`src/rtl/swk_defines.svh`:
```
`ifndef SWK_DEFINES_SVH
`define SWK_DEFINES_SVH

`define SWK_CLK_MHZ           250
`define SWK_OSC_MHZ           50
`define SWK_OSC_DIV           (`SWK_CLK_MHZ / `SWK_OSC_MHZ)

`define SWK_CNT_W             11
`define SWK_CNT_MAX           1024
`define SWK_CNT_OUT_DEFAULT   11'h004
`define SWK_CNT_WR_DEFAULT    11'h005
`define SWK_TMR_W             11

`define SWK_T_FILTER_NS       160
`define SWK_T_WPROT_NS        5
`define SWK_T_FLOAT_NS        10
`define SWK_T_WAKE_LOW_NS     7
`define SWK_T_DISABLE_NS      340
`define SWK_T_INPUT_EN_NS     3700
`define SWK_T_WAKE_HIGH_NS    4000

`define SWK_CYC_CEIL(ns)      (((ns) * `SWK_CLK_MHZ + 999) / 1000)
`define SWK_CYC_FLOOR(ns)     ((((ns) * `SWK_CLK_MHZ) / 1000) < 1 ? 1 : \
                               (((ns) * `SWK_CLK_MHZ) / 1000))

`define SWK_CYC_FILTER        `SWK_CYC_CEIL(`SWK_T_FILTER_NS)
`define SWK_CYC_WPROT         `SWK_CYC_FLOOR(`SWK_T_WPROT_NS)
`define SWK_CYC_FLOAT         `SWK_CYC_FLOOR(`SWK_T_FLOAT_NS)
`define SWK_CYC_WAKE_LOW      `SWK_CYC_FLOOR(`SWK_T_WAKE_LOW_NS)
`define SWK_CYC_DISABLE       `SWK_CYC_FLOOR(`SWK_T_DISABLE_NS)
`define SWK_CYC_INPUT_EN      `SWK_CYC_CEIL(`SWK_T_INPUT_EN_NS)
`define SWK_CYC_WAKE_HIGH     `SWK_CYC_CEIL(`SWK_T_WAKE_HIGH_NS)

`define SWK_SYNC_SUSPEND      0
`define SWK_SYNC_RESTART      1
`define SWK_SYNC_WAKE         2
`define SWK_SYNC_WCLK         3
`define SWK_SYNC_N            4

`endif

```
`src/rtl/swk_pkg.sv`:
```
package swk_pkg;

  typedef enum logic [1:0] {
    SWK_DISABLED            = 2'h0,
    SWK_ENABLED_WITH_FILTER = 2'h1,
    SWK_ENABLED_NO_FILTER   = 2'h2
  } swk_mode_t;

  typedef enum logic [1:0] {
    SWK_HIGH_Z_PLAIN        = 2'h0,
    SWK_HIGH_Z_PULLED_UP    = 2'h1,
    SWK_HIGH_Z_PULLED_DOWN  = 2'h2,
    SWK_HIGH_Z_WITH_KEEPER  = 2'h3
  } swk_highz_t;

  typedef enum logic [5:0] {
    SWK_ST_RUN       = 6'h01,
    SWK_ST_ENTER     = 6'h02,
    SWK_ST_SUSPEND   = 6'h04,
    SWK_ST_EXIT      = 6'h08,
    SWK_ST_WAIT_HIGH = 6'h10,
    SWK_ST_RELEASE   = 6'h20
  } swk_state_t;

endpackage : swk_pkg

```
`src/rtl/swk_release_counter.sv`:
```
`timescale 1ns/1ps
`include "swk_defines.svh"

module swk_release_counter #(
  parameter int CW = `SWK_CNT_W
) (
  input  wire logic          clk_sys,
  input  wire logic          rstn,
  input  wire logic          clear,
  input  wire logic          start,
  input  wire logic          tick,
  input  wire logic [CW-1:0] target,
  output logic               done
);

  if (CW < `SWK_CNT_W) begin : g_bad_width
    $error("release counter too narrow for 1024 cycles");
  end

  logic          running;
  logic [CW-1:0] cnt;
  logic          next_running;
  logic [CW-1:0] next_cnt;
  logic          next_done;
  logic [CW-1:0] target_eff;

  // a zero count is out of range; treat it as the shortest legal count
  assign target_eff = (target == '0) ? CW'(1) : target;

  always_comb begin
    next_running = running;
    next_cnt     = cnt;
    next_done    = done;
    if (clear) begin
      next_running = 1'b0;
      next_cnt     = '0;
      next_done    = 1'b0;
    end else if (start) begin
      next_running = 1'b1;
      next_cnt     = '0;
      next_done    = 1'b0;
    end else if (running && tick) begin
      next_cnt = cnt + CW'(1);
      if (next_cnt >= target_eff) begin
        next_running = 1'b0;
        next_done    = 1'b1;
      end
    end
  end

  always_ff @(posedge clk_sys or negedge rstn) begin
    if (!rstn) begin
      running <= 1'b0;
      cnt     <= '0;
      done    <= 1'b0;
    end else begin
      running <= next_running;
      cnt     <= next_cnt;
      done    <= next_done;
    end
  end

endmodule : swk_release_counter

```
`src/rtl/swk_sequencer.sv`:
```
`timescale 1ns/1ps
`include "swk_defines.svh"

module swk_sequencer
  import swk_pkg::*;
#(
  parameter int NPINS = 8,
  parameter int CW    = `SWK_CNT_W
) (
  input  wire logic               clk_sys,
  input  wire logic               rstn,
  input  wire logic               suspend_req,
  input  wire logic               config_restart_n,
  input  wire logic               wake_status_in,
  input  wire logic               ext_wake_clk,
  input  wire logic [1:0]         feature_mode,
  input  wire logic               drive_wake_active,
  input  wire logic               global_reset_on_wake_en,
  input  wire logic               wake_clock_select,
  input  wire logic [CW-1:0]      output_release_count,
  input  wire logic [CW-1:0]      write_unlock_count,
  input  wire logic               wake_gpio_out,
  input  wire logic               wake_gpio_oe,
  input  wire logic [NPINS-1:0]   user_out,
  input  wire logic [NPINS-1:0]   user_oe,
  input  wire logic [NPINS-1:0]   pin_hold_last,
  input  wire logic [2*NPINS-1:0] pin_highz_kind,
  input  wire logic [NPINS-1:0]   pin_true_diff,
  output logic                    wake_status_out,
  output logic                    wake_status_oe,
  output logic                    inputs_enabled,
  output logic                    diff_rx_enable,
  output logic                    diff_input_termination_en,
  output logic                    write_allow,
  output logic                    output_float,
  output logic                    global_set_reset,
  output logic                    config_restart,
  output logic                    in_suspend,
  output logic [NPINS-1:0]        pad_out,
  output logic [NPINS-1:0]        pad_oe,
  output logic [NPINS-1:0]        pad_pullup,
  output logic [NPINS-1:0]        pad_pulldown,
  output logic [NPINS-1:0]        pad_keeper
);

  if (NPINS < 1 || CW < `SWK_CNT_W) begin : g_bad_param
    $error("sequencer needs at least one pin and an 11-bit count");
  end

  localparam logic [`SWK_TMR_W-1:0] CYC_FILTER    = `SWK_TMR_W'(`SWK_CYC_FILTER);
  localparam logic [`SWK_TMR_W-1:0] CYC_WPROT     = `SWK_TMR_W'(`SWK_CYC_WPROT);
  localparam logic [`SWK_TMR_W-1:0] CYC_FLOAT     = `SWK_TMR_W'(`SWK_CYC_FLOAT);
  localparam logic [`SWK_TMR_W-1:0] CYC_WAKE_LOW  = `SWK_TMR_W'(`SWK_CYC_WAKE_LOW);
  localparam logic [`SWK_TMR_W-1:0] CYC_DISABLE   = `SWK_TMR_W'(`SWK_CYC_DISABLE);
  localparam logic [`SWK_TMR_W-1:0] CYC_INPUT_EN  = `SWK_TMR_W'(`SWK_CYC_INPUT_EN);
  localparam logic [`SWK_TMR_W-1:0] CYC_WAKE_HIGH = `SWK_TMR_W'(`SWK_CYC_WAKE_HIGH);
  localparam logic [2:0]            OSC_LAST      = 3'(`SWK_OSC_DIV - 1);

  // ---------------- pin synchronisers ----------------
  logic [`SWK_SYNC_N-1:0] sync1;
  logic [`SWK_SYNC_N-1:0] sync2;
  logic                   restart_n_d;
  logic                   wclk_d;

  always_ff @(posedge clk_sys or negedge rstn) begin
    if (!rstn) begin
      sync1       <= 4'h2;
      sync2       <= 4'h2;
      restart_n_d <= 1'b1;
      wclk_d      <= 1'b0;
    end else begin
      sync1       <= {ext_wake_clk, wake_status_in, config_restart_n, suspend_req};
      sync2       <= sync1;
      restart_n_d <= sync2[`SWK_SYNC_RESTART];
      wclk_d      <= sync2[`SWK_SYNC_WCLK];
    end
  end

  logic suspend_s;
  logic restart_low;
  logic restart_fall;
  logic wake_high_s;
  logic ext_tick;

  assign suspend_s    = sync2[`SWK_SYNC_SUSPEND];
  assign restart_low  = !sync2[`SWK_SYNC_RESTART];
  assign restart_fall = restart_n_d && !sync2[`SWK_SYNC_RESTART];
  assign wake_high_s  = sync2[`SWK_SYNC_WAKE];
  assign ext_tick     = sync2[`SWK_SYNC_WCLK] && !wclk_d;

  // ---------------- wake clock source ----------------
  // the oscillator is modelled as a divider; it is imprecise in silicon anyway
  logic [2:0] osc_div;
  logic [2:0] next_osc_div;
  logic       wake_tick;

  always_comb begin
    next_osc_div = (osc_div == OSC_LAST) ? 3'h0 : osc_div + 3'h1;
  end

  always_ff @(posedge clk_sys or negedge rstn) begin
    if (!rstn) begin
      osc_div <= 3'h0;
    end else begin
      osc_div <= next_osc_div;
    end
  end

  assign wake_tick = wake_clock_select ? ext_tick : (osc_div == OSC_LAST);

  // ---------------- sequencer ----------------
  swk_state_t                state;
  swk_state_t                next_state;
  logic [`SWK_TMR_W-1:0]     timer;
  logic [`SWK_TMR_W-1:0]     next_timer;
  logic [`SWK_TMR_W-1:0]     timer_inc;
  logic                      next_wake_status_out;
  logic                      next_wake_status_oe;
  logic                      next_inputs_enabled;
  logic                      next_write_allow;
  logic                      next_output_float;
  logic                      next_global_set_reset;
  logic                      next_config_restart;
  logic                      next_in_suspend;
  logic                      capture;
  logic                      cnt_clear;
  logic                      cnt_start;
  logic                      out_done;
  logic                      wr_done;
  logic                      enabled;
  logic                      enabled_with_filter;

  assign timer_inc = timer + `SWK_TMR_W'(1);
  assign enabled   = (feature_mode == SWK_ENABLED_WITH_FILTER) ||
                     (feature_mode == SWK_ENABLED_NO_FILTER);
  assign enabled_with_filter  = (feature_mode == SWK_ENABLED_WITH_FILTER);

  always_comb begin
    next_state            = state;
    next_timer            = timer;
    next_wake_status_out  = wake_status_out;
    next_wake_status_oe   = wake_status_oe;
    next_inputs_enabled   = inputs_enabled;
    next_write_allow      = write_allow;
    next_output_float     = output_float;
    next_global_set_reset = 1'b0;
    next_config_restart   = 1'b0;
    next_in_suspend       = in_suspend;
    capture               = 1'b0;
    cnt_clear             = 1'b0;
    cnt_start             = 1'b0;
    if (restart_low) begin
      // restart wins over any suspend level and returns everything to run
      next_state           = SWK_ST_RUN;
      next_timer           = '0;
      next_config_restart  = restart_fall;
      next_inputs_enabled  = 1'b1;
      next_write_allow     = 1'b1;
      next_output_float    = 1'b0;
      next_in_suspend      = 1'b0;
      next_wake_status_out = enabled ? 1'b1 : wake_gpio_out;
      next_wake_status_oe  = enabled ? 1'b1 : wake_gpio_oe;
      cnt_clear            = 1'b1;
    end else begin
      unique case (state)
        SWK_ST_RUN: begin
          if (!enabled) begin
            // pin belongs to the user design while the feature is off
            next_wake_status_out = wake_gpio_out;
            next_wake_status_oe  = wake_gpio_oe;
            next_timer           = '0;
          end else begin
            next_wake_status_out = 1'b1;
            next_wake_status_oe  = 1'b1;
            if (!suspend_s) begin
              next_timer = '0;
            end else if (!enabled_with_filter || timer_inc >= CYC_FILTER) begin
              // with the filter on, short pulses below the filter length never reach here
              next_state      = SWK_ST_ENTER;
              next_timer      = '0;
              next_in_suspend = 1'b1;
              capture         = 1'b1;
              cnt_clear       = 1'b1;
            end else begin
              next_timer = timer_inc;
            end
          end
        end
        SWK_ST_ENTER: begin
          next_timer = timer_inc;
          if (timer_inc >= CYC_WPROT) begin
            next_write_allow = 1'b0;
          end
          if (timer_inc >= CYC_FLOAT) begin
            next_output_float = 1'b1;
          end
          if (timer_inc >= CYC_WAKE_LOW) begin
            next_wake_status_out = 1'b0;
            next_wake_status_oe  = 1'b1;
          end
          if (timer_inc >= CYC_DISABLE) begin
            next_inputs_enabled = 1'b0;
            next_state          = SWK_ST_SUSPEND;
            next_timer          = '0;
          end
        end
        SWK_ST_SUSPEND: begin
          next_wake_status_out = 1'b0;
          next_wake_status_oe  = 1'b1;
          if (!suspend_s) begin
            next_state = SWK_ST_EXIT;
            next_timer = '0;
          end
        end
        SWK_ST_EXIT: begin
          next_timer = timer_inc;
          if (timer_inc == CYC_INPUT_EN) begin
            next_inputs_enabled   = 1'b1;
            next_global_set_reset = global_reset_on_wake_en;
          end
          if (timer_inc >= CYC_WAKE_HIGH) begin
            // write_allow stays low here so re-enabled inputs corrupt nothing
            next_wake_status_out = 1'b1;
            next_wake_status_oe  = drive_wake_active;
            next_state           = SWK_ST_WAIT_HIGH;
            next_timer           = '0;
          end
        end
        SWK_ST_WAIT_HIGH: begin
          // open-drain case waits for the outside pull-up
          if (wake_high_s) begin
            cnt_start  = 1'b1;
            next_state = SWK_ST_RELEASE;
          end
        end
        SWK_ST_RELEASE: begin
          if (out_done) begin
            next_output_float = 1'b0;
          end
          if (wr_done) begin
            next_write_allow = 1'b1;
          end
          if (out_done && wr_done) begin
            next_state          = SWK_ST_RUN;
            next_in_suspend     = 1'b0;
            next_wake_status_oe = 1'b1;
            cnt_clear           = 1'b1;
          end
        end
      endcase
    end
  end

  always_ff @(posedge clk_sys or negedge rstn) begin
    if (!rstn) begin
      state            <= SWK_ST_RUN;
      timer            <= '0;
      wake_status_out  <= 1'b0;
      wake_status_oe   <= 1'b0;
      inputs_enabled   <= 1'b1;
      write_allow      <= 1'b1;
      output_float     <= 1'b0;
      global_set_reset <= 1'b0;
      config_restart   <= 1'b0;
      in_suspend       <= 1'b0;
    end else begin
      state            <= next_state;
      timer            <= next_timer;
      wake_status_out  <= next_wake_status_out;
      wake_status_oe   <= next_wake_status_oe;
      inputs_enabled   <= next_inputs_enabled;
      write_allow      <= next_write_allow;
      output_float     <= next_output_float;
      global_set_reset <= next_global_set_reset;
      config_restart   <= next_config_restart;
      in_suspend       <= next_in_suspend;
    end
  end

  // differential receivers and termination follow the input gate
  assign diff_rx_enable            = inputs_enabled;
  assign diff_input_termination_en = inputs_enabled;

  // ---------------- wake release counters ----------------
  // order between the two is left to the configured counts
  swk_release_counter #(
    .CW (CW)
  ) u_out_release (
    .clk_sys (clk_sys),
    .rstn    (rstn),
    .clear   (cnt_clear),
    .start   (cnt_start),
    .tick    (wake_tick),
    .target  (output_release_count),
    .done    (out_done)
  );

  swk_release_counter #(
    .CW (CW)
  ) u_write_unlock (
    .clk_sys (clk_sys),
    .rstn    (rstn),
    .clear   (cnt_clear),
    .start   (cnt_start),
    .tick    (wake_tick),
    .target  (write_unlock_count),
    .done    (wr_done)
  );

  // ---------------- per-pin suspend behaviour ----------------
  for (genvar i = 0; i < NPINS; i++) begin : g_pin
    logic       last_val;
    logic       next_last_val;
    logic       hold;
    swk_highz_t kind;
    logic       n_out;
    logic       n_oe;
    logic       n_pu;
    logic       n_pd;
    logic       n_kp;

    assign kind = swk_highz_t'(pin_highz_kind[2*i +: 2]);
    // true differential drivers cannot hold a level
    assign hold = pin_hold_last[i] && !pin_true_diff[i];

    always_comb begin
      next_last_val = capture ? user_out[i] : last_val;
      n_out         = user_out[i];
      n_oe          = user_oe[i];
      n_pu          = 1'b0;
      n_pd          = 1'b0;
      n_kp          = 1'b0;
      if (output_float) begin
        n_out = hold ? last_val : 1'b0;
        n_oe  = hold;
        n_pu  = !hold && (kind == SWK_HIGH_Z_PULLED_UP);
        n_pd  = !hold && (kind == SWK_HIGH_Z_PULLED_DOWN);
        n_kp  = !hold && (kind == SWK_HIGH_Z_WITH_KEEPER);
      end
    end

    always_ff @(posedge clk_sys or negedge rstn) begin
      if (!rstn) begin
        last_val        <= 1'b0;
        pad_out[i]      <= 1'b0;
        pad_oe[i]       <= 1'b0;
        pad_pullup[i]   <= 1'b0;
        pad_pulldown[i] <= 1'b0;
        pad_keeper[i]   <= 1'b0;
      end else begin
        last_val        <= next_last_val;
        pad_out[i]      <= n_out;
        pad_oe[i]       <= n_oe;
        pad_pullup[i]   <= n_pu;
        pad_pulldown[i] <= n_pd;
        pad_keeper[i]   <= n_kp;
      end
    end
  end

endmodule : swk_sequencer

```
`config.mk`:
```
export PLATFORM = sky130hd
export DESIGN_NAME = swk_sequencer
export DESIGN_NICKNAME = d
export VERILOG_FILES = /design/src/rtl/swk_pkg.sv /design/src/rtl/swk_release_counter.sv /design/src/rtl/swk_sequencer.sv
export VERILOG_INCLUDE_DIRS = /design/src /design/src/rtl
export SDC_FILE = /design/constraint.sdc
export NUM_CORES = 1
export LEC_CHECK = 0
export ABC_AREA = 1
export BUFFER_PORTS_ARGS = -buffer_cell sky130_fd_sc_hd__buf_4
export CAP_MARGIN = 20
export CELL_PAD_IN_SITES_DETAIL_PLACEMENT = 1
export CELL_PAD_IN_SITES_GLOBAL_PLACEMENT = 1
export CORE_ASPECT_RATIO = 1.4
export CORE_MARGIN = 1
export CORE_UTILIZATION = 40
export DETAILED_ROUTE_END_ITERATION = 8
export PLACE_DENSITY = 0.8
export SYNTH_ARGS = -nofsm -noshare
export SYNTH_HDL_FRONTEND = slang
export SYNTH_SLANG_ARGS = --single-unit
```
`constraint.sdc`:
```
create_clock -name clk_sys -period 3.3 [get_ports clk_sys]
set_input_delay 0.165 -clock clk_sys [delete_from_list [all_inputs] [get_ports clk_sys]]
set_output_delay 0.165 -clock clk_sys [all_outputs]
set_load 0.005 [all_outputs]
```
==> impl_metrics.csv <==
group,metric,value,unit
logic_synthesis,ys_warn_count,0,
setup_path,path_max_fanout,4,
grt,grt_pass1_vias,5996,
hold_path,hp-class,"in2reg",
route,routedWlPerCell,15.49,um
logic_synthesis,synth.avg_cell_area,7.983,um^2
hold_path,hold_path_depth,3,
power,ir_drop,0.3739,mV
logic_synthesis,synth_top_family_by_area,"simple AND/OR/NAND/NOR gates",
sta,relSlewSlack,30.57,%
cts,worstSkewPairLatency,0.37,ns
cells_and_area,seqCellArea,0.002810,mm^2
route,drtIter0Drc,160,
sta,fmax,344.6,MHz
cells_and_area,layout.nets,1033,
grt,antenna_found_initial,1,
sta,drv_slew,0,
sta,setup_ws,0.3985,ns
placement,dp_slack,0.3109,ns
logic_synthesis,synth_compound_area_share,7.560,%
placement,routabilityCongestion,0.8004,
cells_and_area,stdcell_count,1118,
cells_and_area,drive_above_1_share,19.57,%
route,drc,0,
route,vias,5641,
cts,path_clk_slew,0.08,ns
setup_path,cpMaxStageDelayCell,"dfrtp_1",
cells_and_area,multi_input_area,0.002698,mm^2
setup_path,required,3.59,ns
cts,cts_root_buffer,"clkbuf_16",
floorplanning,row_count,53,
status,status,"completed",
setup_path,slowest_delay,0.43,ns
logic_synthesis,synth_edf_count,0,
setup_path,critical_path_class,"reg2reg",
power,total_power,3.337,mW
cts,cts_setup_buffers,0,
sta,setup_viol,0,
floorplanning,ioPinCount,133,
hold_path,hold_end,"global_set_reset",
cts,cts_sinks,112,
logic_synthesis,syn_nets,876,
logic_synthesis,synthSimpleGateAreaFrac,27.98,%
placement,io_buffers,132,
sta,finClkSkew,0.01151,ns
hold_path,min_from,"global_reset_on_wake_en",
grt,grt.total_usage,23.31,%
sta,hold_violations,0,
grt,grt.overflow.total,0,
setup_path,cp-end-kind,"flip-flop",
floorplanning,core,0.01492,mm^2
route,viasPerCell,5.046,
logic_synthesis,ys_ff_latch,112,
logic_synthesis,synthArstFlopShare,100.0,%
power,leakagePower,4.194,nW
floorplanning,initial_core_util,40.82,%
placement,post-place-cells,1072,
cts,cts-htree-levels,3,
cts,clockBufferDepth,2,
sta,rsz0062_at_grt,"false",
sta,fin_crit_sh,87.92,%
logic_synthesis,ys_seq_area_share,46.14,%
setup_path,path_delay_family,"simple AND/OR/NAND/NOR gates",
sta,setup_tns,0,ns
route,finalWirelength,17.32,mm
logic_synthesis,ys_types,40,
logic_synthesis,netlist_instances,763,
logic_synthesis,synth_mux_area_share,0,%
setup_path,worst-path-buf-inv,2,
setup_path,ff2ff_setup_slack,0.40,ns
logic_synthesis,syn_area,0.006091,mm^2
placement,hpwl,12.76,mm
logic_synthesis,synth_ff_type,"dfrtp_1",
setup_path,crit_arrival,3.19,ns
logic_synthesis,yosys.area_share.adder,6.163,%
floorplanning,dieArea,0.01573,mm^2
cells_and_area,nFillCells,1865,
route,ant_nets,0,
setup_path,rr_endpoint,"u_out_release.running",
route,first_pass_iters,4,
cts,cts_tree,"done",
setup_path,r2r_start,"u_out_release.cnt[0]",
floorplanning,die_h,148.0,um
sta,min_period,2.902,ns
setup_path,crit_chain,"ha_1 > nand3_1 > nor3_1 > nand4_1 > nor2_1 > xor2_1 > inv_1 > ha_1 > nand4_1 > inv_1 > nand3_1 > o2111ai_1 > o21ai_1 > nand2_1 > a21oi_1",
cells_and_area,syn2layout_area_growth,29.11,%
setup_path,startpoint_type,"flip-flop",
sta,tightestPinTransition,1.040,ns
setup_path,reg2regPathDepth,15,
floorplanning,die_w,106.3,um
power,powerDensity,424.4,mW/mm^2
run,drv_cap,0,
cells_and_area,final_cell_mix,"nand2_1 (168), buf_4 (135), inv_1 (127)",
cells_and_area,mostFrequentLayoutCell,"nand2_1",
grt,grt_max_degree,48,
cts,cts_buffers,9,
logic_synthesis,synth-xor-area-share,2.588,%
grt,grt_first_pass_wirelength,28.60,mm
-- where the power goes --
part	switching [mW]	total [mW]	internal (mW)
Combinational	0.347	0.624	0.277
Sequential	0.0677	1.57	1.50
Clock	0.594	1.15	0.553
Total	1.01	3.34	2.33
-- layer usage --
metal,up-vias,GRT usage [%],share of wire (%)
met3,36,4.056,2.9
met1,2730,25.65,39
met5,-,0,0
met4,0,11.67,3.8
li1,2783,-,-
met2,92,42.56,54
-- metrics by stage --
step	hold slack [ns]	util (%)	area, um^2
3_3_place_gp	0.2203	48.59	7249
6_report	0.02857	52.70	7864
4_1_cts	0.01450	52.69	7861
5_1_grt	0.04994	52.70	7864
2_1_floorplan	-0.1306	-	6091
3_5_place_dp	0.2265	48.59	7249
-- cells by family after synthesis --
logic type	Yosys count
AND/OR/NAND/NOR	373
buffers and inverters	148
flip-flops	112
AO/OA/AOI/OAI	82
adder cells (fa/ha/maj)	30
XOR/XNOR	18
-- state kept, by name (all words and copies together) (netlist names), 3 cells and up --
| register | count |
|---|---|
| timer | 11 |
| u_out_release.cnt | 11 |
| u_write_unlock.cnt | 11 |
| g_pin.last_val | 8 |
| pad_keeper | 8 |
| pad_oe | 8 |
| pad_out | 8 |
| pad_pulldown | 8 |
| pad_pullup | 8 |
| state | 6 |
| sync1 | 4 |
| sync2 | 4 |
| osc_div | 3 |
-- worst register-to-register path, delay by kind of cell (launching register included) --
kind            cells  cell delay, ns
compound gates      3            0.49
xor+xnor            1            0.19
fa+ha+maj           2            0.54
buf+inv             2            0.12
flops               1            0.43
simple gates        7            1.04
-- worst max path at each step --
stage                         start  cells past startpoint  slack [ns]                     to
2_1_floorplan  u_out_release.cnt[0]                     15        0.74  u_out_release.running
3_3_place_gp   u_out_release.cnt[0]                     15        0.44  u_out_release.running
3_5_place_dp   u_out_release.cnt[0]                     15        0.31  u_out_release.running
4_1_cts        u_out_release.cnt[0]                     15        0.27  u_out_release.running
5_1_grt        u_out_release.cnt[0]                     15         0.1  u_out_release.running
6_report       u_out_release.cnt[0]                     15        0.40  u_out_release.running
-- synth_stat cells, types with 3 or more instances --
| cell | count | area share (%) |
|---|---|---|
| nor2_2 | 5 | 0.51 |
| nand4_1 | 24 | 2.5 |
| a21oi_1 | 17 | 1.4 |
| a21oi_2 | 4 | 0.58 |
| o21ai_0 | 41 | 3.4 |
| nor3_1 | 18 | 1.5 |
| dfstp_2 | 6 | 2.6 |
| nor4_1 | 28 | 2.9 |
| xor2_1 | 18 | 2.6 |
| buf_4 | 3 | 0.37 |
| inv_1 | 127 | 7.8 |
| dfrtp_1 | 106 | 44 |
| nor2_1 | 65 | 4.0 |
| ha_1 | 30 | 6.2 |
| o21ai_1 | 9 | 0.74 |
| nand2_1 | 168 | 10 |
| clkbuf_1 | 12 | 0.74 |
| nand3_1 | 53 | 4.4 |
-- area by class of cell --
class | instances | share of cell area [%]
repair buffers | 164 | 16.58
flip-flops and latches | 112 | 35.74
inverters | 130 | 6.205
multi-input cells | 503 | 34.30
clock inverters | 7 | 1.225
clock buffers | 9 | 2.864
well taps | 192 | 3.055
diodes | 1 | 0.03182
-- timing repair --
item | 4_1_cts | 5_1_grt
hold endpoints to repair | 72 | 0
endpoints found under the setup margin | 0 | 1
hold buffers | 29 | 0
gates resized for setup | 0 | 1
Power figures use the tool's default switching activity.
